## config.mk

```make
export PLATFORM = sky130hd
export DESIGN_NAME = ext_memory_interface_ctrl
export DESIGN_NICKNAME = d
export VERILOG_FILES = /design/src/ext_mem_pkg.sv /design/src/ext_access_if.sv /design/src/ext_memory_interface_ctrl.sv /design/src/arb_throttle.sv /design/src/ext_access_seq.sv
export VERILOG_INCLUDE_DIRS = /design/src
export SDC_FILE = /design/constraint.sdc
export NUM_CORES = 1
export LEC_CHECK = 0
export BUFFER_PORTS_ARGS = -buffer_cell sky130_fd_sc_hd__buf_2
export CAP_MARGIN = 20
export CELL_PAD_IN_SITES_DETAIL_PLACEMENT = 1
export CELL_PAD_IN_SITES_GLOBAL_PLACEMENT = 1
export CORE_UTILIZATION = 44
export DETAILED_ROUTE_END_ITERATION = 12
export GPL_TIMING_DRIVEN = 0
export PLACE_DENSITY = 0.95
export SLEW_MARGIN = 0
export SYNTH_ARGS = -nofsm -noshare
export SYNTH_HDL_FRONTEND = slang
export SYNTH_SLANG_ARGS = --single-unit
```

## constraint.sdc

```tcl
create_clock -name i_clk -period 4.1 [get_ports i_clk]
set_input_delay 1.025 -clock i_clk [delete_from_list [all_inputs] [get_ports i_clk]]
set_output_delay 1.025 -clock i_clk [all_outputs]
set_load 0.005 [all_outputs]
```

## src/ext_mem_cfg.svh

```systemverilog
// constants for the external memory interface controller
`ifndef EXT_MEM_CFG_SVH
`define EXT_MEM_CFG_SVH
// register indices; the apb byte address is four times the index
`define IDX_PAGE1       16'hC018
`define IDX_PAGE2       16'hC01A
`define IDX_UPPER       16'hC038
`define IDX_TIMING      16'hC03A
`define IDX_DIAG        16'hC03E
`define IDX_PORT_MODE   16'hC040
// field positions
`define UPPER_EN_BIT    3
`define RAM_MERGE_BIT   13
`define ROM_MERGE_BIT   12
`define PAGE_BYTE_BIT   11
`define PAGE_WAIT_HI    10
`define PAGE_WAIT_LO    8
`define ROM_BYTE_BIT    7
`define ROM_WAIT_HI     6
`define ROM_WAIT_LO     4
`define RAM_BYTE_BIT    3
`define RAM_WAIT_HI     2
`define RAM_WAIT_LO     0
`define TIMING_HI       13
`define ARB_HI          10
`define ARB_LO          8
`define MONITOR_BIT     0
`define SRAM_MODE_BIT   0
`define BUSY_BIT        8
// reset values
`define PAGE_RST        16'h0000
`define UPPER_RST       1'h0
`define TIMING_RST      14'h0000
`define ARB_RST         3'h0
`define MONITOR_RST     1'h0
`define SRAM_MODE_RST   1'h0
`define UPPER_IDLE      4'hF
// cpu windows, word address bits [15:13]
`define WIN_RAM_LO      3'h2
`define WIN_RAM_HI      3'h3
`define WIN_PAGE1       3'h4
`define WIN_PAGE2       3'h5
`define WIN_ROM         3'h7
// clock rates in MHz: system clock 25, wait state base 48
`define SYS_CLK_MHZ     8'h19
`define WAIT_CLK_MHZ    8'h30
`endif

```

## src/ext_mem_pkg.sv

```systemverilog
// types shared by the external memory interface controller
`include "ext_mem_cfg.svh"
package ext_mem_pkg;
  typedef enum logic [2:0] {
    SEQ_IDLE   = 3'h1,
    SEQ_STROBE = 3'h2,
    SEQ_DONE   = 3'h4
  } seq_state_t;

  typedef enum logic [3:0] {
    RGN_NONE = 4'h1,
    RGN_RAM  = 4'h2,
    RGN_ROM  = 4'h4,
    RGN_PAGE = 4'h8
  } region_t;

  // system cycles covering n wait states of the 48 MHz base, rounded up
  function automatic logic [2:0] wait_cycles(input logic [2:0] n);
    logic [7:0] t;
    t = (({5'h00, n} * `SYS_CLK_MHZ) + `WAIT_CLK_MHZ - 8'h01) / `WAIT_CLK_MHZ;
    return t[2:0];
  endfunction
endpackage

```

## src/ext_access_if.sv

```systemverilog
// handshake between the controller and its strobe sequencer
`timescale 1ns/1ps
interface ext_access_if;
  logic       start;
  logic [2:0] wait_sel;
  logic       strobe;
  logic       last;
  logic       done;
  modport ctrl (output start, output wait_sel, input strobe, input last, input done);
  modport seq  (input start, input wait_sel, output strobe, output last, output done);
endinterface

```

## src/ext_memory_interface_ctrl.sv

```systemverilog
// external memory interface controller: registers, decode, address and selects
`timescale 1ns/1ps
`include "ext_mem_cfg.svh"

// How it works
// - throttle value n makes n of every 8 cycles unable to start access
// - monitor bit set echoes internal address bus on external address pins
// - two page registers hold address bits 28..13 appended to page accesses
// - page window accesses drive pins 8..0 from page address bits 21..13
// - in sram mode only pins 4..0 carry page bits 17..13
// - page region chip select asserts low for page window accesses
// - upper enable bit frees pins 18..15 for addressing; defaults off
// - pins 18..15 are driven high from reset
// - wait states are counted in 48 MHz periods
// - ram merge asserts ram select whenever page region select is active
// - rom merge asserts rom select whenever page region select is active
// - per-region width bit: one means 8-bit bus, zero 16-bit
// - per-region wait field selects 0 to 7 wait states
module ext_memory_interface_ctrl (
  // clock and reset
  input  wire logic        i_clk,
  input  wire logic        i_resetn,
  // apb register port
  input  wire logic        i_psel,
  input  wire logic        i_penable,
  input  wire logic        i_pwrite,
  input  wire logic [17:0] i_paddr,
  input  wire logic [31:0] i_pwdata,
  output wire logic [31:0] o_prdata,
  output wire logic        o_pready,
  output wire logic        o_pslverr,
  // processor access port
  input  wire logic        i_cpu_req,
  input  wire logic        i_cpu_write,
  input  wire logic [15:0] i_cpu_addr,
  input  wire logic [15:0] i_cpu_wdata,
  output wire logic        o_cpu_ready,
  output wire logic [15:0] o_cpu_rdata,
  // external memory pins
  output wire logic [18:0] o_ext_addr,
  output wire logic [12:0] o_ext_offset,
  output wire logic [15:0] o_ext_data_out,
  output wire logic        o_ext_data_oe,
  input  wire logic [15:0] i_ext_data_in,
  output wire logic        o_ext_rd_n,
  output wire logic        o_ext_wr_n,
  output wire logic        o_page_region_chip_select_n,
  output wire logic        o_ext_ram_chip_select_n,
  output wire logic        o_ext_rom_chip_select_n,
  output wire logic        o_ext_byte_bus
);
  logic [15:0]          page1_q;
  logic [15:0]          page2_q;
  logic                 upper_en_q;
  logic [13:0]          timing_q;
  logic [2:0]           arb_dead_q;
  logic                 monitor_q;
  logic                 sram_mode_q;
  logic [31:0]          prdata_q;
  ext_mem_pkg::region_t rgn_d;
  ext_mem_pkg::region_t rgn_q;
  logic                 busy_q;
  logic                 write_q;
  logic                 byte_d;
  logic                 byte_q;
  logic [2:0]           wait_d;
  logic [15:0]          wdata_q;
  logic [15:0]          rdata_q;
  logic [14:0]          addr_lo_q;
  logic [3:0]           addr_hi_q;
  logic [12:0]          offset_q;
  logic [15:0]          page_sel;
  logic [8:0]           page_pins;
  logic [15:0]          apb_idx;
  logic                 apb_setup;
  logic                 apb_access;
  logic                 apb_write;
  logic                 arb_avail;
  logic                 start;
  logic                 stb;

  ext_access_if acc ();

  function automatic ext_mem_pkg::region_t region_of(input logic [2:0] win);
    case (win)
      `WIN_RAM_LO, `WIN_RAM_HI: region_of = ext_mem_pkg::RGN_RAM;
      `WIN_PAGE1, `WIN_PAGE2:   region_of = ext_mem_pkg::RGN_PAGE;
      `WIN_ROM:                 region_of = ext_mem_pkg::RGN_ROM;
      default:                  region_of = ext_mem_pkg::RGN_NONE;
    endcase
  endfunction

  function automatic logic mapped(input logic [15:0] idx);
    mapped = (idx == `IDX_PAGE1) || (idx == `IDX_PAGE2) || (idx == `IDX_UPPER) ||
             (idx == `IDX_TIMING) || (idx == `IDX_DIAG) || (idx == `IDX_PORT_MODE);
  endfunction

  // apb slave: zero wait states, error on unmapped index
  assign apb_idx    = i_paddr[17:2];
  assign apb_setup  = i_psel & ~i_penable;
  assign apb_access = i_psel & i_penable;
  assign apb_write  = apb_access & i_pwrite & mapped(apb_idx);
  assign o_pready   = apb_access;
  assign o_pslverr  = apb_access & ~mapped(apb_idx);
  assign o_prdata   = prdata_q;

  always_ff @(posedge i_clk or negedge i_resetn) begin
    if (!i_resetn) begin
      page1_q <= `PAGE_RST;
      page2_q <= `PAGE_RST;
    end else if (apb_write && (apb_idx == `IDX_PAGE1)) begin
      page1_q <= i_pwdata[15:0];
    end else if (apb_write && (apb_idx == `IDX_PAGE2)) begin
      page2_q <= i_pwdata[15:0];
    end
  end

  // reserved bits are not stored, so they cannot steer anything
  always_ff @(posedge i_clk or negedge i_resetn) begin
    if (!i_resetn) begin
      upper_en_q <= `UPPER_RST;
    end else if (apb_write && (apb_idx == `IDX_UPPER)) begin
      upper_en_q <= i_pwdata[`UPPER_EN_BIT];
    end
  end

  always_ff @(posedge i_clk or negedge i_resetn) begin
    if (!i_resetn) begin
      timing_q <= `TIMING_RST;
    end else if (apb_write && (apb_idx == `IDX_TIMING)) begin
      timing_q <= i_pwdata[`TIMING_HI:0];
    end
  end

  always_ff @(posedge i_clk or negedge i_resetn) begin
    if (!i_resetn) begin
      arb_dead_q <= `ARB_RST;
      monitor_q  <= `MONITOR_RST;
    end else if (apb_write && (apb_idx == `IDX_DIAG)) begin
      arb_dead_q <= i_pwdata[`ARB_HI:`ARB_LO];
      monitor_q  <= i_pwdata[`MONITOR_BIT];
    end
  end

  always_ff @(posedge i_clk or negedge i_resetn) begin
    if (!i_resetn) begin
      sram_mode_q <= `SRAM_MODE_RST;
    end else if (apb_write && (apb_idx == `IDX_PORT_MODE)) begin
      sram_mode_q <= i_pwdata[`SRAM_MODE_BIT];
    end
  end

  // read data is captured in the setup phase and shown in the access phase
  always_ff @(posedge i_clk or negedge i_resetn) begin
    if (!i_resetn) begin
      prdata_q <= 32'h00000000;
    end else if (apb_setup) begin
      case (apb_idx)
        `IDX_PAGE1:     prdata_q <= {16'h0000, page1_q};
        `IDX_PAGE2:     prdata_q <= {16'h0000, page2_q};
        `IDX_UPPER:     prdata_q <= 32'(upper_en_q) << `UPPER_EN_BIT;
        `IDX_TIMING:    prdata_q <= 32'(timing_q);
        `IDX_PORT_MODE: prdata_q <= (32'(busy_q) << `BUSY_BIT) |
                                    (32'(sram_mode_q) << `SRAM_MODE_BIT);
        default:        prdata_q <= 32'h00000000;
      endcase
    end
  end

  arb_throttle u_throttle (
    .i_clk        (i_clk),
    .i_resetn     (i_resetn),
    .i_dead_count (arb_dead_q),
    .o_avail      (arb_avail)
  );

  ext_access_seq u_seq (
    .i_clk    (i_clk),
    .i_resetn (i_resetn),
    .acc      (acc)
  );

  // access decode and start
  assign rgn_d     = region_of(i_cpu_addr[15:13]);
  assign page_sel  = i_cpu_addr[13] ? page2_q : page1_q;
  assign page_pins = sram_mode_q ? {4'h0, page_sel[4:0]} : page_sel[8:0];
  assign start     = i_cpu_req & ~busy_q & arb_avail;

  always_comb begin
    wait_d = 3'h0;
    byte_d = 1'b0;
    case (rgn_d)
      ext_mem_pkg::RGN_RAM: begin
        wait_d = timing_q[`RAM_WAIT_HI:`RAM_WAIT_LO];
        byte_d = timing_q[`RAM_BYTE_BIT];
      end
      ext_mem_pkg::RGN_ROM: begin
        wait_d = timing_q[`ROM_WAIT_HI:`ROM_WAIT_LO];
        byte_d = timing_q[`ROM_BYTE_BIT];
      end
      ext_mem_pkg::RGN_PAGE: begin
        wait_d = timing_q[`PAGE_WAIT_HI:`PAGE_WAIT_LO];
        byte_d = timing_q[`PAGE_BYTE_BIT];
      end
      default: begin
        wait_d = 3'h0;
      end
    endcase
  end

  assign acc.start    = start;
  assign acc.wait_sel = wait_d;

  always_ff @(posedge i_clk or negedge i_resetn) begin
    if (!i_resetn) begin
      busy_q <= 1'b0;
    end else if (start) begin
      busy_q <= 1'b1;
    end else if (acc.done) begin
      busy_q <= 1'b0;
    end
  end

  always_ff @(posedge i_clk or negedge i_resetn) begin
    if (!i_resetn) begin
      rgn_q    <= ext_mem_pkg::RGN_NONE;
      write_q  <= 1'b0;
      byte_q   <= 1'b0;
      wdata_q  <= 16'h0000;
      offset_q <= 13'h0000;
    end else if (start) begin
      rgn_q    <= rgn_d;
      write_q  <= i_cpu_write;
      byte_q   <= byte_d;
      wdata_q  <= i_cpu_wdata;
      offset_q <= i_cpu_addr[12:0];
    end
  end

  always_ff @(posedge i_clk or negedge i_resetn) begin
    if (!i_resetn) begin
      rdata_q <= 16'h0000;
    end else if (acc.last && !write_q) begin
      rdata_q <= i_ext_data_in;
    end
  end

  // monitor mode overrides the access address every cycle
  always_ff @(posedge i_clk or negedge i_resetn) begin
    if (!i_resetn) begin
      addr_lo_q <= 15'h0000;
    end else if (monitor_q) begin
      addr_lo_q <= i_cpu_addr[14:0];
    end else if (start) begin
      if (rgn_d == ext_mem_pkg::RGN_PAGE) begin
        addr_lo_q <= {6'h00, page_pins};
      end else begin
        addr_lo_q <= i_cpu_addr[14:0];
      end
    end
  end

  // upper pins idle high until enabled; a freshly enabled bus waits for an access
  always_ff @(posedge i_clk or negedge i_resetn) begin
    if (!i_resetn) begin
      addr_hi_q <= `UPPER_IDLE;
    end else if (monitor_q) begin
      addr_hi_q <= {3'h0, i_cpu_addr[15]};
    end else if (!upper_en_q) begin
      addr_hi_q <= `UPPER_IDLE;
    end else if (start) begin
      addr_hi_q <= (rgn_d == ext_mem_pkg::RGN_PAGE) ? page_sel[15:12] : 4'h0;
    end
  end

  // strobes and selects; accesses outside every window complete silently
  assign stb            = acc.strobe & (rgn_q != ext_mem_pkg::RGN_NONE);
  assign o_ext_rd_n     = ~(stb & ~write_q);
  assign o_ext_wr_n     = ~(stb & write_q);
  assign o_ext_data_oe  = stb & write_q;
  assign o_ext_data_out = wdata_q;
  assign o_ext_addr     = {addr_hi_q, addr_lo_q};
  assign o_ext_offset   = offset_q;
  assign o_ext_byte_bus = byte_q;
  assign o_cpu_ready    = acc.done;
  assign o_cpu_rdata    = rdata_q;
  assign o_page_region_chip_select_n = ~(stb & (rgn_q == ext_mem_pkg::RGN_PAGE));
  assign o_ext_ram_chip_select_n = ~(stb & ((rgn_q == ext_mem_pkg::RGN_RAM) ||
    (timing_q[`RAM_MERGE_BIT] && (rgn_q == ext_mem_pkg::RGN_PAGE))));
  assign o_ext_rom_chip_select_n = ~(stb & ((rgn_q == ext_mem_pkg::RGN_ROM) ||
    (timing_q[`ROM_MERGE_BIT] && (rgn_q == ext_mem_pkg::RGN_PAGE))));
endmodule

```

## src/arb_throttle.sv

```systemverilog
// memory arbitration throttle: blocks a number of cycles in each round of eight
`timescale 1ns/1ps
module arb_throttle (
  // clock and reset
  input  wire logic       i_clk,
  input  wire logic       i_resetn,
  // dead cycles per round and availability
  input  wire logic [2:0] i_dead_count,
  output wire logic       o_avail
);
  logic [2:0] phase_q;
  logic [3:0] avail_cnt_q;
  logic [2:0] dead_prev_q;
  logic       stable_q;

  // the first n phases of each round are dead
  assign o_avail = (phase_q >= i_dead_count);

  always_ff @(posedge i_clk or negedge i_resetn) begin
    if (!i_resetn) begin
      phase_q <= 3'h0;
    end else begin
      phase_q <= phase_q + 3'h1;
    end
  end

  always_ff @(posedge i_clk or negedge i_resetn) begin
    if (!i_resetn) begin
      avail_cnt_q <= 4'h0;
      dead_prev_q <= 3'h0;
      stable_q    <= 1'b0;
    end else begin
      dead_prev_q <= i_dead_count;
      if (phase_q == 3'h0) begin
        avail_cnt_q <= {3'h0, o_avail};
        stable_q    <= 1'b1;
      end else begin
        avail_cnt_q <= avail_cnt_q + {3'h0, o_avail};
        if (i_dead_count != dead_prev_q) begin
          stable_q <= 1'b0;
        end
      end
    end
  end
endmodule

```

## src/ext_access_seq.sv

```systemverilog
// access strobe sequencer: one base cycle plus the selected wait states
`timescale 1ns/1ps
module ext_access_seq (
  // clock and reset
  input  wire logic i_clk,
  input  wire logic i_resetn,
  // handshake toward the controller
  ext_access_if.seq acc
);
  ext_mem_pkg::seq_state_t state_q;
  logic [2:0] cnt_q;
  logic [2:0] exp_q;
  logic [3:0] len_q;

  assign acc.strobe = (state_q == ext_mem_pkg::SEQ_STROBE);
  assign acc.last   = acc.strobe && (cnt_q == 3'h0);
  assign acc.done   = (state_q == ext_mem_pkg::SEQ_DONE);

  always_ff @(posedge i_clk or negedge i_resetn) begin
    if (!i_resetn) begin
      state_q <= ext_mem_pkg::SEQ_IDLE;
    end else begin
      case (state_q)
        ext_mem_pkg::SEQ_IDLE: begin
          if (acc.start) begin
            state_q <= ext_mem_pkg::SEQ_STROBE;
          end
        end
        ext_mem_pkg::SEQ_STROBE: begin
          if (cnt_q == 3'h0) begin
            state_q <= ext_mem_pkg::SEQ_DONE;
          end
        end
        ext_mem_pkg::SEQ_DONE: begin
          state_q <= ext_mem_pkg::SEQ_IDLE;
        end
        default: begin
          state_q <= ext_mem_pkg::SEQ_IDLE;
        end
      endcase
    end
  end

  // wait states are counted in 48 MHz periods, converted to system cycles
  always_ff @(posedge i_clk or negedge i_resetn) begin
    if (!i_resetn) begin
      cnt_q <= 3'h0;
    end else if ((state_q == ext_mem_pkg::SEQ_IDLE) && acc.start) begin
      cnt_q <= ext_mem_pkg::wait_cycles(acc.wait_sel);
    end else if (acc.strobe && (cnt_q != 3'h0)) begin
      cnt_q <= cnt_q - 3'h1;
    end
  end

  // checking aid: expected and measured strobe length
  always_ff @(posedge i_clk or negedge i_resetn) begin
    if (!i_resetn) begin
      exp_q <= 3'h0;
      len_q <= 4'h0;
    end else if ((state_q == ext_mem_pkg::SEQ_IDLE) && acc.start) begin
      exp_q <= ext_mem_pkg::wait_cycles(acc.wait_sel);
      len_q <= 4'h0;
    end else if (acc.strobe) begin
      len_q <= len_q + 4'h1;
    end
  end
endmodule

```

# ---- Word-level counts from Yosys, hierarchy flattened
# Cells that the tools add are included.
dict set report totals {
  ff_bits 164
  inputBits 105
  wordCells 124
}
dict set report op_classes {
  add_sub_neg 4
  multipliers 1
  div_mod_pow 1
  order_cmp 1
  eq_ne 24
  mux 20
  n_bitwise 24
  n_reduce_logical 29
}
# op count
set ops {}
lappend ops {{$eq A16 B16 Y1 const B} 6}
lappend ops {{$pmux W16 S5} 1}
lappend ops {{$mux W15} 3}
lappend ops {{$mux W16} 1}
lappend ops {{$mux W4} 4}
lappend ops {{$and A1 B1 Y1} 13}
lappend ops {{$eq A3 B3 Y1 const B} 4}
lappend ops {{$logic_and A1 B1 Y1} 12}
lappend ops {{$mux W3} 4}
lappend ops {{$pmux W4 S3} 1}
lappend ops {{$not A1 Y1} 10}
lappend ops {{$eq A3 B2 Y1 const B} 3}
lappend ops {{$mux W9} 1}
lappend ops {{$or A9 B1 Y9} 1}
lappend ops {{$pmux W3 S3} 1}
lappend ops {{$add A8 B6 Y8 const B} 1}
lappend ops {{$div A8 B6 Y8 const B} 1}
lappend ops {{$eq A4 B2 Y1 const B} 2}
lappend ops {{$eq A4 B3 Y1 const B} 2}
lappend ops {{$eq A4 B4 Y1 const B} 2}
lappend ops {{$mul A3 B5 Y8 const B} 1}
lappend ops {{$sub A8 B1 Y8 const B} 1}
lappend ops {{$logic_or A1 B1 Y1} 7}
lappend ops {{$pmux W3 S2} 1}
lappend ops {{other kinds (15)} 21}

# ---- Logic depth before layout (Yosys ltp)
# Gate-level depths: netlist (run 1).
dict set report logic_depth {
  depth_word 10
  ltp_mapped 14
  depth_no_buf 12
}

# ---- Cells and area by module
# From an unflattened synthesis (run 1), not the netlist that was laid out.
dict set report unflattened {
  cells_unflattened 678
  area_unflattened_um2 7183.1
}
# module instances cells_each area_per_inst_um2
set by_module_without_submodules {}
lappend by_module_without_submodules {ext_memory_interface_ctrl 1 590 6362.4}
lappend by_module_without_submodules {ext_access_seq 1 73 655.6}
lappend by_module_without_submodules {arb_throttle 1 15 165.2}

# ---- Least setup slack after synthesis (run 1)
# OpenSTA, ideal clock, no wires.
dict set report synth_path {
  kind {input port to flip-flop}
  from {in i_cpu_addr[13]}
  to {reg u_seq.cnt_q[1]}
  arrival_ps 3732
  required_ps 3972
  slack_ps 240
  stages 14
  path_buffers 2
  path_cell_list {clkbuf_1 -> buf_1 -> nand3_1 -> o21ai_0 -> a22oi_1 -> inv_1 -> ha_1 -> inv_1 -> fa_1 -> nor2_1 -> a21oi_1 -> xnor2_1 -> o311a_1 -> o31ai_1}
}
dict set report synth_between {
  elab_chain_cells 10
  elab_cells_between_ends 17
  classes_between {2 x add/sub; 1 x mul; 1 x div; 8 x eq/ne; 3 x mux; 2 x reduce/logical}
}
# item line_no
set synth_rtl {}
lappend synth_rtl {{start, declared} ext_memory_interface_ctrl.sv:35} ;# input wire logic [15:0] i_cpu_addr,
lappend synth_rtl {{$eq A3 B3 Y1 / $eq A3 B2 Y1 (equally long branches)} ext_memory_interface_ctrl.sv:85} ;# case (win)
lappend synth_rtl {{$reduce_or A2 Y1} ext_memory_interface_ctrl.sv:85}
lappend synth_rtl {{$pmux W4 S3 *} ext_memory_interface_ctrl.sv:85}
lappend synth_rtl {{$eq A4 B4 Y1 (tied with other cells)} ext_memory_interface_ctrl.sv:192} ;# case (rgn_d)
lappend synth_rtl {{$pmux W3 S3 *} ext_memory_interface_ctrl.sv:192}
lappend synth_rtl {{$mul A3 B5 Y8 (no source line) *} --}
lappend synth_rtl {{$add A8 B6 Y8 (no source line) *} --}
lappend synth_rtl {{$sub A8 B1 Y8 *} ext_mem_pkg.sv:20} ;# t = (({5'h00, n} * `SYS_CLK_MHZ) + `WAIT_CLK_MHZ - 8'h01) / `WAIT_CLK_MHZ;
lappend synth_rtl {{$div A8 B6 Y8 (no source line) *} --}
lappend synth_rtl {{$mux W3 *} ext_access_seq.sv:48} ;# end else if ((state_q == ext_mem_pkg::SEQ_IDLE) && acc.start) begin
lappend synth_rtl {{end signal, assigned} ext_access_seq.sv:49} ;# cnt_q <= ext_mem_pkg::wait_cycles(acc.wait_sel);
lappend synth_rtl {{end signal, assigned} ext_access_seq.sv:51} ;# cnt_q <= cnt_q - 3'h1;
lappend synth_rtl {{end, declared} ext_access_seq.sv:11} ;# logic [2:0] cnt_q;
# Every way passes the cells marked *; elsewhere a longest branch is shown, timed or not.
# A chain may end at the register's enable or synchronous reset.

# ---- Worst setup path in the final report (run 1)
dict set report layout_path {
  from {in i_paddr[3]}
  to {out o_pslverr}
}
dict set report layout_between {
  elab_chain_cells 8
  elab_cells_between_ends 13
  classes_between {6 x eq/ne; 2 x bitwise; 5 x reduce/logical}
}
# item line_no
set layout_rtl {}
lappend layout_rtl {{start, declared} ext_memory_interface_ctrl.sv:27} ;# input wire logic [17:0] i_paddr,
lappend layout_rtl {{$eq A16 B16 Y1} --}
lappend layout_rtl {{$logic_or A1 B1 Y1 (4 in series)} ext_memory_interface_ctrl.sv:94} ;# mapped = (idx == `IDX_PAGE1) || (idx == `IDX_PAGE2) || (idx == `IDX_UPPER) ||
lappend layout_rtl {{$logic_or A1 B1 Y1 *} ext_memory_interface_ctrl.sv:94}
lappend layout_rtl {{$not A1 Y1 *} ext_memory_interface_ctrl.sv:104} ;# assign o_pslverr = apb_access & ~mapped(apb_idx);
lappend layout_rtl {{$and A1 B1 Y1 *} ext_memory_interface_ctrl.sv:104}
lappend layout_rtl {{end, declared} ext_memory_interface_ctrl.sv:31} ;# output wire logic o_pslverr,
# Marks and branches as above.

==> flow_metrics.env, run 1 <==
export IMPL_drv_cap=0
export IMPL_synth_edf_count=0
export IMPL_clock_sinks=148
export IMPL_dieArea_um2=16700
export IMPL_r2r_start="u_throttle.phase_q[0]"
export IMPL_cp_slowest_cell="nor4b_2"
export IMPL_io_pins=211
export IMPL_period_needed_ns=4.06
export IMPL_rsz0062_at_grt="false"
export IMPL_clkSlewWorstSetupHoldPaths_ns=0.06
export IMPL_port_buffers=174
export IMPL_cp_arrival_ns=3.03
export IMPL_finalWirelength_mm=22.1
export IMPL_endpoint_kind="output pin"
export IMPL_p_leak_uw=0.00478
export IMPL_dr_pass1_iters=5
export IMPL_pre_cts_ws_ns=-0.860
export IMPL_die_w_um=129
export IMPL_cts_resized=2
export IMPL_hpwl_mm=15.9
export IMPL_nFillCells=1700
export IMPL_cts_hold_fix_buffers=0
export IMPL_cp_required_ns=3.07
export IMPL_relSlewSlack_pct=27.6
export IMPL_slew_violations=0
export IMPL_crit_type="primary input to output pin"
export IMPL_postSynthAreaPerCell_um2=12.3
export IMPL_ff2ff_setup_slack_ns=1.01
export IMPL_grt_overflow=0
export IMPL_synth_seq_cells=148
export IMPL_syn_area_um2=7130
export IMPL_synth_top_area_share_pct=49.8
export IMPL_core_area_um2=15800
export IMPL_die_y_um=129
export IMPL_drc=0
export IMPL_clock_skew_ns=0.00963
export IMPL_final_nets=916
export IMPL_ys_warn_count=0
export IMPL_hp_class="flip-flop to flip-flop"
export IMPL_setup_viol_count_final=0
export IMPL_cp_max_fo=9
export IMPL_min_path_cells=1
export IMPL_synth_area_leaders="dfrtp_1 50%, mux2_2 16%, ha_1 3.7%"
export IMPL_htree_levels=4
export IMPL_viasPerCell=5.58
export IMPL_setup_ws_ns=0.0410
export IMPL_cts_buffers=17
export IMPL_peakVddDrop_v=0.000320
export IMPL_crit_path_cell_trace="clkbuf_1 > or3_1 > nor4b_2 > o21ai_0 > and2_1 > buf_2"
export IMPL_fmax_mhz=246
export IMPL_hold_viol=0
export IMPL_synth_cell_types=55
export IMPL_ys_flop_type="dfrtp_1"
export IMPL_status="completed"
export IMPL_area_delta_synth_final_pct=26.2
export IMPL_place_gp_congestion=0.825
export IMPL_m1WireLength_mm=8.42
export IMPL_rr_worst_depth=8
export IMPL_detail_route_antenna_nets=0
export IMPL_cts_tree="built"
export IMPL_cp_start_kind="primary input"
export IMPL_root_buffer="clkbuf_16"
export IMPL_antenna_found_initial=1
export IMPL_vias=5676
export IMPL_wl_per_cell_um=21.7
export IMPL_hold_path_end="u_throttle.phase_q[2]"
export IMPL_first_global_vias=6370
export IMPL_hold_start="u_throttle.phase_q[2]"
export IMPL_yosysTopAreaCell="dfrtp_1"
export IMPL_met2WireLength_mm=11.3
export IMPL_r2r_end="o_ext_data_out[13]"
export IMPL_placed_cell_area_um2=8360
export IMPL_grt_pass1_wl_mm=34.7
export IMPL_drt_iter0_drc=262
export IMPL_worstSkewPairLatency_ns=0.43
export IMPL_synthArstFlopShare_pct=100
export IMPL_topRoutingLayerUsed="met4"
export IMPL_stdcell_area_um2=8990
export IMPL_initial_core_util_pct=45.0
export IMPL_wl_met3_mm=1.43
export IMPL_clock_path_buffers=2
export IMPL_powerDensity_nw_per_um2=377
export IMPL_fin_crit_sh_pct=99.0
export IMPL_grt_max_degree=85
export IMPL_synth_seq_area_share_pct=52.1
export IMPL_post_cts_setup_buffers=0
export IMPL_drive_gt1_share_pct=43.5
export IMPL_max_stage_delay_ns=0.66
export IMPL_syn_inst=581
export IMPL_grt_util_all_layers_pct=27.9
export IMPL_seq_area_um2=3710
export IMPL_worstMarginPinSlew_ns=1.08
export IMPL_rows=46
export IMPL_multi_input_area_um2=3120
==> final cells by class <==
| type | instances | area share [%] |
|---|---|---|
| Clock inverter | 11 | 2.04 |
| Buffer | 41 | 2.75 |
| Tap cell | 216 | 3.00 |
| Antenna cell | 2 | 0.0556 |
| Inverter | 29 | 1.21 |
| Multi-Input combinational cell | 377 | 34.7 |
| Sequential cell | 148 | 41.3 |
| Timing Repair Buffer | 175 | 10.1 |
| Clock buffer | 19 | 4.92 |
==> layer usage <==
layer | global-route usage [%] | vias up
met3 | 7.31 | 73
met4 | 13.5 | 0
met2 | 48.4 | 274
met5 | 0 | -
li1 | - | 2458
met1 | 31.9 | 2871
==> critical path, delay by kind of cell <==
| family | cells | cell delay [ns] |
|---|---|---|
| and+or+nand+nor | 3 | 1.42 |
| AOI/OAI and AO/OA | 1 | 0.21 |
| buffers and inverters | 2 | 0.37 |
==> worst max-delay path by stage <==
| stage | startpoint | end | slack [ns] | depth (start not counted) |
|---|---|---|---|---|
| floorplan | i_cpu_addr[13] | u_seq.cnt_q[1] | 0.24 | 14 |
| global placement | i_cpu_addr[13] | u_seq.cnt_q[1] | -0.61 | 15 |
| detailed placement | i_cpu_addr[13] | u_seq.cnt_q[1] | -0.86 | 15 |
| CTS | i_paddr[3] | o_pslverr | 0.11 | 6 |
| global route | i_cpu_addr[13] | u_seq.cnt_q[1] | 0.04 | 14 |
| finish | i_paddr[3] | o_pslverr | 0.04 | 6 |
==> per-stage QoR <==
stage / instances / hold WS [ns] / TNS, ns / util (%) / power [uW]
3_5_place_dp: 987 / 0.447 / -1.78 / 52.8 / 1710
5_1_grt: 1017 / 0.515 / 0 / 56.8 / 3480
6_report: 1018 / 0.489 / 0 / 56.8 / 3390
3_3_place_gp: 986 / 0.435 / -18.49 / 52.6 / 1700
4_1_cts: 1016 / 0.489 / 0 / 56.8 / 3410
2_1_floorplan: 596 / 0.409 / 0 / - / 1590
==> power breakdown <==
group	internal [uW]	switching (uW)
clock	1080	613
sequential	1470	4.13
combinational	86.4	130
==> logic make-up (layout without fill, tap and decap cells) <==
kind of cell	after synthesis	count (layout)	synth area share, %
and+or+nand+nor	100	100	8.48
xor gates and xnor gates	8	8	0.983
AOI/OAI and AO/OA	100	100	8.95
buffers and inverters	71	275	5.04
other	1	18	0.0526
DFF	148	148	52.1
adders and majority gates	22	22	3.97
muxes	131	131	20.5
==> state kept, by name, indices dropped and copies added, names as in the netlist <==
name                flops
arb_dead_q              3
o_ext_offset           13
page2_q                16
page1_q                16
o_ext_data_out         16
o_cpu_rdata            16
u_seq.state_q           3
o_prdata               16
busy_q                  1
upper_en_q              1
rgn_q                   4
o_ext_byte_bus          1
u_throttle.phase_q      3
u_seq.cnt_q             3
monitor_q               1
addr_lo_q              15
sram_mode_q             1
addr_hi_q               4
timing_q               14
write_q                 1
==> synthesized netlist by cell type, types with 6 or more instances <==
cell type	count
nor2_1	12
dfstp_2	6
ha_1	21
nand2_1	35
o21ai_0	36
mux2_2	99
nand3_1	7
inv_1	29
mux2i_1	24
nand2b_1	8
buf_4	16
dfrtp_1	142
or4_1	8
clkbuf_1	19
a21oi_1	9
a22oi_1	26
o31ai_1	6
a31oi_1	8
==> placed cells by master, fill, tap and decap left out, types with 5 or more instances in the layout <==
| cell | Yosys | final |
|---|---|---|
| buf_4 | 16 | 16 |
| mux2_2 | 99 | 99 |
| nor2_1 | 12 | 12 |
| o31ai_1 | 6 | 6 |
| dfstp_2 | 6 | 6 |
| clkbuf_1 | 19 | 19 |
| nand2b_1 | 8 | 8 |
| clkinv_2 | 0 | 5 |
| o21ai_0 | 36 | 36 |
| ha_1 | 21 | 21 |
| a21oi_1 | 9 | 9 |
| or4_1 | 8 | 8 |
| conb_1 | 1 | 16 |
| nand2_1 | 35 | 35 |
| inv_1 | 29 | 29 |
| a31oi_1 | 8 | 8 |
| dfrtp_1 | 142 | 142 |
| buf_6 | 4 | 5 |
| nand3_1 | 7 | 7 |
| clkbuf_16 | 0 | 17 |
| mux2i_1 | 24 | 24 |
| buf_2 | 2 | 176 |
| bufinv_16 | 0 | 5 |
| a22oi_1 | 26 | 25 |
(Power assumes the default switching activity.)
==> inputs of run 2 (changes only) <==
--- a/config.mk
+++ b/config.mk
@@ -10,10 +10,11 @@
 export CAP_MARGIN = 20
 export CELL_PAD_IN_SITES_DETAIL_PLACEMENT = 1
 export CELL_PAD_IN_SITES_GLOBAL_PLACEMENT = 1
+export CORE_MARGIN = 2
 export CORE_UTILIZATION = 44
 export DETAILED_ROUTE_END_ITERATION = 12
 export GPL_TIMING_DRIVEN = 0
-export PLACE_DENSITY = 0.95
+export PLACE_DENSITY = 0.87
 export SLEW_MARGIN = 0
 export SYNTH_ARGS = -nofsm -noshare
 export SYNTH_HDL_FRONTEND = slang
==> run 2 against run 1 <==
Against the previous run:
- worst hold slack worse by 0.035 ns
- design area rose by 0.29%
- clock-buffer cell count up 1
- sequential share of layout area down 0.12 points
- maximum frequency up 3.8%
- clock skew up 0.0021 ns
- non-clock buffer count did not move
- via count shrank 1.4%
- critical path depth is 8 higher
==> flow_metrics.env, run 2 (same netlist as run 1, synthesis figures left out) <==
export IMPL_viasPerCell=5.50
export IMPL_r2r_start="timing_q[5]"
export IMPL_grt_max_degree=80
export IMPL_rsz0062_at_grt="false"
export IMPL_worstMarginPinSlew_ns=1.10
export IMPL_hpwl_mm=15.5
export IMPL_detail_route_antenna_nets=0
export IMPL_drc=0
export IMPL_hold_viol=0
export IMPL_place_gp_congestion=0.858
export IMPL_fin_tns_setup_ns=0
export IMPL_initial_core_util_pct=44.9
export IMPL_cp_max_fo=11
export IMPL_endpoint_kind="flip-flop"
export IMPL_vias=5598
export IMPL_slew_violations=0
export IMPL_fmax_mhz=256
export IMPL_comb_power_share_pct=6.3
export IMPL_p_leak_uw=0.00479
export IMPL_grt_overflow=0
export IMPL_mostFrequentLayoutCells="176 x buf_2, 142 x dfrtp_1, 99 x mux2_2, 36 x o21ai_0, 35 x nand2_1"
export IMPL_p_seq_share_pct=43.1
export IMPL_p_int_uw=2640
export IMPL_seq_area_um2=3710
export IMPL_cp_required_ns=4.41
export IMPL_area_delta_synth_final_pct=26.5
export IMPL_grt_util_all_layers_pct=25.5
export IMPL_final_common_cell="buf_2"
export IMPL_stdcell_area_um2=9020
export IMPL_cp_arrival_ns=4.23
export IMPL_period_needed_ns=3.91
export IMPL_switching_share_pct=22.9
export IMPL_cp_start_kind="primary input"
export IMPL_r2r_end="u_seq.cnt_q[1]"
export IMPL_die_y_um=131
export IMPL_p_sw_uw=783
export IMPL_drive_gt1_share_pct=43.8
export IMPL_rows=46
export IMPL_status="completed"
export IMPL_hold_path_end="u_throttle.phase_q[0]"
export IMPL_htree_levels=4
export IMPL_peakVddDrop_v=0.000267
export IMPL_io_pins=211
export IMPL_diodes=0
export IMPL_dr_pass1_iters=5
export IMPL_port_buffers=174
export IMPL_powerDensity_nw_per_um2=379
export IMPL_nFillCells=1723
export IMPL_root_buffer="clkbuf_16"
export IMPL_rr_worst_depth=12
export IMPL_cts_tree="built"
export IMPL_final_util_pct=56.8
export IMPL_antenna_found_initial=0
export IMPL_first_global_vias=6252
export IMPL_fin_crit_sh_pct=95.4
export IMPL_clock_path_buffers=2
export IMPL_clock_skew_ns=0.0117
export IMPL_die_w_um=131
export IMPL_setup_viol_count_final=0
export IMPL_final_nets=916
export IMPL_drt_iter0_drc=268
export IMPL_cts_buffers=17
export IMPL_relSlewSlack_pct=26.6
export IMPL_pwr_share_clk_pct=50.6
export IMPL_grt_pass1_wl_mm=34.5
export IMPL_clkSlewWorstSetupHoldPaths_ns=0.06
export IMPL_placed_cell_area_um2=8360
export IMPL_finalWirelength_mm=21.5
export IMPL_core_area_um2=15900
export IMPL_post_cts_setup_buffers=0
export IMPL_min_path_cells=1
export IMPL_whs_ns=0.454
export IMPL_hp_class="flip-flop to flip-flop"
export IMPL_worstSkewPairLatency_ns=0.42
export IMPL_hold_start="u_throttle.phase_q[0]"
export IMPL_wl_per_cell_um=21.1
export IMPL_ff2ff_setup_slack_ns=1.04
export IMPL_crit_type="primary input to flip-flop"
export IMPL_drv_cap=0
export IMPL_clock_sinks=148
export IMPL_dieArea_um2=17200
export IMPL_multi_input_area_um2=3120
run 2: cell types whose count changed in the layout (fill, tap and decap cells not counted):
| cell | before | now |
|---|---|---|
| clkinvlp_4 | 0 | 1 |
| clkbuf_1 | 19 | 18 |
| clkinv_4 | 1 | 3 |
| bufinv_16 | 5 | 4 |
| clkinv_2 | 5 | 0 |
| inv_6 | 0 | 3 |
| clkbuf_8 | 1 | 3 |
| inv_8 | 0 | 1 |
| diode_2 | 2 | 0 |
run 2: power groups by stage:
stage	sequential, uW	clock (uW)	combinational (uW)
global route	1470	1820	239
global placement	1500	0	193
CTS	1470	1760	216
finish	1470	1730	217
floorplan	1500	0	91.9
detailed placement	1500	0	211
run 2: per-layer routing:
metal  share of wire, %  vias to the layer above  track usage, %
met2                 54                      199            47.6
met4                1.7                        0            7.91
met1                 38                     2902            28.8
met3                6.0                       30            5.98
met5                  0                        -               0
li1                   -                     2467               -
run 2: repair_timing:
action | 4_1_cts | 5_1_grt
setup endpoints to repair | 2 | 0
gates resized for setup | 2 | 0
hold buffers | 0 | 0
run 2: how the worst max path moves through the flow:
| stage | from | cells past startpoint | to | slack [ns] |
|---|---|---|---|---|
| 2_1_floorplan | i_cpu_addr[13] | 14 | u_seq.cnt_q[1] | 0.24 |
| 3_3_place_gp | i_cpu_addr[13] | 15 | u_seq.cnt_q[1] | -0.58 |
| 3_5_place_dp | i_cpu_addr[13] | 15 | u_seq.cnt_q[1] | -0.68 |
| 4_1_cts | i_paddr[3] | 6 | o_pslverr | 0.23 |
| 5_1_grt | i_paddr[3] | 6 | o_pslverr | 0.07 |
| 6_report | i_cpu_addr[13] | 14 | u_seq.cnt_q[1] | 0.19 |
run 2: per-stage QoR:
| stage | power [uW] | std cells | setup WS, ns |
|---|---|---|---|
| after global placement | 1690 | 986 | -0.583 |
| after CTS | 3450 | 1018 | 0.228 |
| after floorplan | 1590 | 596 | 0.240 |
| after detailed placement | 1710 | 987 | -0.680 |
| after global routing | 3530 | 1018 | 0.0745 |
| final | 3420 | 1018 | 0.188 |
run 2: layout make-up:
class	instances	area share [%]
inverter	29	1.21
multi-input combinational	377	34.6
sequential	148	41.1
clock inverter	12	2.12
tap	216	3.00
clock buffer	20	5.17
buffer	41	2.75
timing repair buffer	175	10.0
run 2: worst max-delay path: stages:
cell and delay, ns:
buf_2 0.33, buf_2 0.38, nand3_1 0.14, o21ai_0 0.13, a22o_1 0.30, inv_1 0.15
ha_1 0.31, inv_1 0.04, ha_1 0.32, a31oi_1 0.24, xnor2_1 0.10, o41ai_1 0.32
a31oi_1 0.16, o31ai_1 0.27
==> inputs of run 3 (changes only) <==
--- a/config.mk
+++ b/config.mk
@@ -10,9 +10,11 @@
 export CAP_MARGIN = 20
 export CELL_PAD_IN_SITES_DETAIL_PLACEMENT = 1
 export CELL_PAD_IN_SITES_GLOBAL_PLACEMENT = 1
+export CORE_ASPECT_RATIO = 1.5
 export CORE_MARGIN = 2
 export CORE_UTILIZATION = 44
 export DETAILED_ROUTE_END_ITERATION = 12
+export GPL_ROUTABILITY_DRIVEN = 0
 export GPL_TIMING_DRIVEN = 0
 export PLACE_DENSITY = 0.87
 export SLEW_MARGIN = 0
==> run 3 against run 2 <==
Against the previous run:
- core utilization decreased by 0.70 points
- critical endpoint unchanged
- sequential share of layout area is 0.091 points higher
- design area decreased by 0.22%
- clock power hardly changed
- non-clock buffer count up 1
- clock-buffer cell count fell by 3
- largest cell class unchanged
==> flow_metrics.env, run 3 (same netlist as run 1, synthesis figures left out) <==
export IMPL_status="completed"
export IMPL_rows=57
export IMPL_rr_worst_depth=11
export IMPL_p_sw_uw=762
export IMPL_r2r_start="timing_q[5]"
export IMPL_endpoint_kind="flip-flop"
export IMPL_clkSlewWorstSetupHoldPaths_ns=0.06
export IMPL_r2r_end="u_seq.cnt_q[1]"
export IMPL_slew_violations=0
export IMPL_io_pins=211
export IMPL_drv_cap=0
export IMPL_grt_pass1_wl_mm=35.6
export IMPL_p_int_uw=2630
export IMPL_final_nets=917
export IMPL_diodes=0
export IMPL_fin_crit_sh_pct=94.0
export IMPL_dieArea_um2=17300
export IMPL_vias=5618
export IMPL_hold_viol=0
export IMPL_clock_sinks=148
export IMPL_pwr_share_clk_pct=50.0
export IMPL_drive_gt1_share_pct=43.8
export IMPL_placed_cell_area_um2=8350
export IMPL_port_buffers=174
export IMPL_viasPerCell=5.58
export IMPL_detail_route_antenna_nets=0
export IMPL_dr_pass1_iters=4
export IMPL_htree_levels=4
export IMPL_dpl_cell_count=977
export IMPL_worstMarginPinSlew_ns=0.888
export IMPL_cp_required_ns=4.43
export IMPL_drc=0
export IMPL_worstSkewPairLatency_ns=0.42
export IMPL_stdcell_area_um2=9000
export IMPL_fmax_mhz=259
export IMPL_clock_path_buffers=2
export IMPL_comb_power_share_pct=6.5
export IMPL_wl_per_cell_um=22.2
export IMPL_cp_start_kind="primary input"
export IMPL_ff2ff_setup_slack_ns=1.01
export IMPL_antenna_found_initial=0
export IMPL_hp_class="flip-flop to flip-flop"
export IMPL_setup_viol_count_final=0
export IMPL_hpwl_mm=16.1
export IMPL_rsz0062_at_grt="false"
export IMPL_powerDensity_nw_per_um2=377
export IMPL_switching_share_pct=22.4
export IMPL_core_area_um2=16000
export IMPL_die_w_um=108
export IMPL_initial_core_util_pct=44.4
export IMPL_finalWirelength_mm=22.3
export IMPL_grt_overflow=0
export IMPL_cp_endpoint="u_seq.cnt_q[1]"
export IMPL_whs_ns=0.470
export IMPL_area_delta_synth_final_pct=26.3
export IMPL_relSlewSlack_pct=40.2
export IMPL_p_leak_uw=0.00478
export IMPL_cp_arrival_ns=4.18
export IMPL_die_y_um=160
export IMPL_cts_hold_fix_buffers=0
export IMPL_cts_buffers=17
export IMPL_grt_max_degree=81
export IMPL_mostFrequentLayoutCells="175 x buf_2, 142 x dfrtp_1, 99 x mux2_2, 36 x o21ai_0, 35 x nand2_1"
export IMPL_cp_max_fo=10
export IMPL_cp_startpoint="i_cpu_addr[14]"
export IMPL_peakVddDrop_v=0.000277
export IMPL_clock_skew_ns=0.00812
export IMPL_final_common_cell="buf_2"
export IMPL_crit_type="primary input to flip-flop"
export IMPL_drt_iter0_drc=366
export IMPL_p_seq_share_pct=43.4
export IMPL_root_buffer="clkbuf_16"
export IMPL_finalPower_uw=3390
export IMPL_grt_util_all_layers_pct=27.0
export IMPL_first_global_vias=6450
export IMPL_stdcell_count=1007
export IMPL_cts_tree="built"
export IMPL_min_path_cells=1
export IMPL_hold_start="monitor_q"
export IMPL_period_needed_ns=3.85
==> run 3: cell types whose count changed in the layout (fill, tap and decap cells not counted), sizes merged <==
| cell | previous run | this run |
|---|---|---|
| bufinv | 4 | 5 |
| inv | 33 | 30 |
| clkbuf | 38 | 35 |
| buf | 198 | 199 |
| clkinv | 3 | 4 |
| clkinvlp | 1 | 3 |
==> run 3: worst min path at each step <==
stage	endpoint	slack [ns]
2_1_floorplan	addr_hi_q[1]	0.41
3_3_place_gp	addr_hi_q[2]	0.42
3_5_place_dp	addr_hi_q[2]	0.45
4_1_cts	addr_hi_q[2]	0.46
5_1_grt	u_throttle.phase_q[0]	0.49
6_report	addr_hi_q[2]	0.47
==> run 3: area by class of cell <==
class	instances	area (um2)
repair buffers	176	916
plain buffers	41	250
clock inverters	13	209
multi-input cells	377	3120
fillers	1743	7050
clock buffers	17	425
inverters	29	109
well taps	206	258
flip-flops and latches	148	3710
==> run 3: power groups by stage <==
stage	clock network, uW	registers (uW)	logic [uW]
4_1_cts	1710	1470	221
3_5_place_dp	0	1500	218
5_1_grt	1770	1470	243
3_3_place_gp	0	1500	193
2_1_floorplan	0	1500	91.9
6_report	1700	1470	222
==> run 3: what timing repair did <==
item / CTS / global route
resized for setup: 1 / 4
pin swaps: 0 / 0
buffers inserted: 0 / 0
endpoints found under the setup margin: 3 / 2
gates cloned: 0 / 0
==> run 3: through the flow <==
stage / setup slack (ns) / TNS, ns / utilization, %
floorplan: 0.240 / 0 / -
global placement: -0.640 / -1.34 / 51.8
detailed placement: -0.921 / -2.14 / 52.0
CTS: 0.0846 / 0 / 56.0
global route: 0.0282 / 0 / 56.1
finish: 0.246 / 0 / 56.1
==> run 3: per-layer routing <==
metal / share of wire, % / track usage, %
met1: 35 / 29.1
met2: 57 / 50.2
met3: 4.8 / 4.78
met4: 3.5 / 11.9
met5: 0 / 0
==> run 3: worst max-delay path: stages <==
cell and delay, ns:
buf_2 0.15, clkbuf_1 0.43, o21ai_0 0.22, a22oi_2 0.41
inv_1 0.23, ha_1 0.28, ha_1 0.37, nand4_1 0.23
a21oi_1 0.28, xnor2_1 0.20, a31oi_1 0.12, o31ai_1 0.23
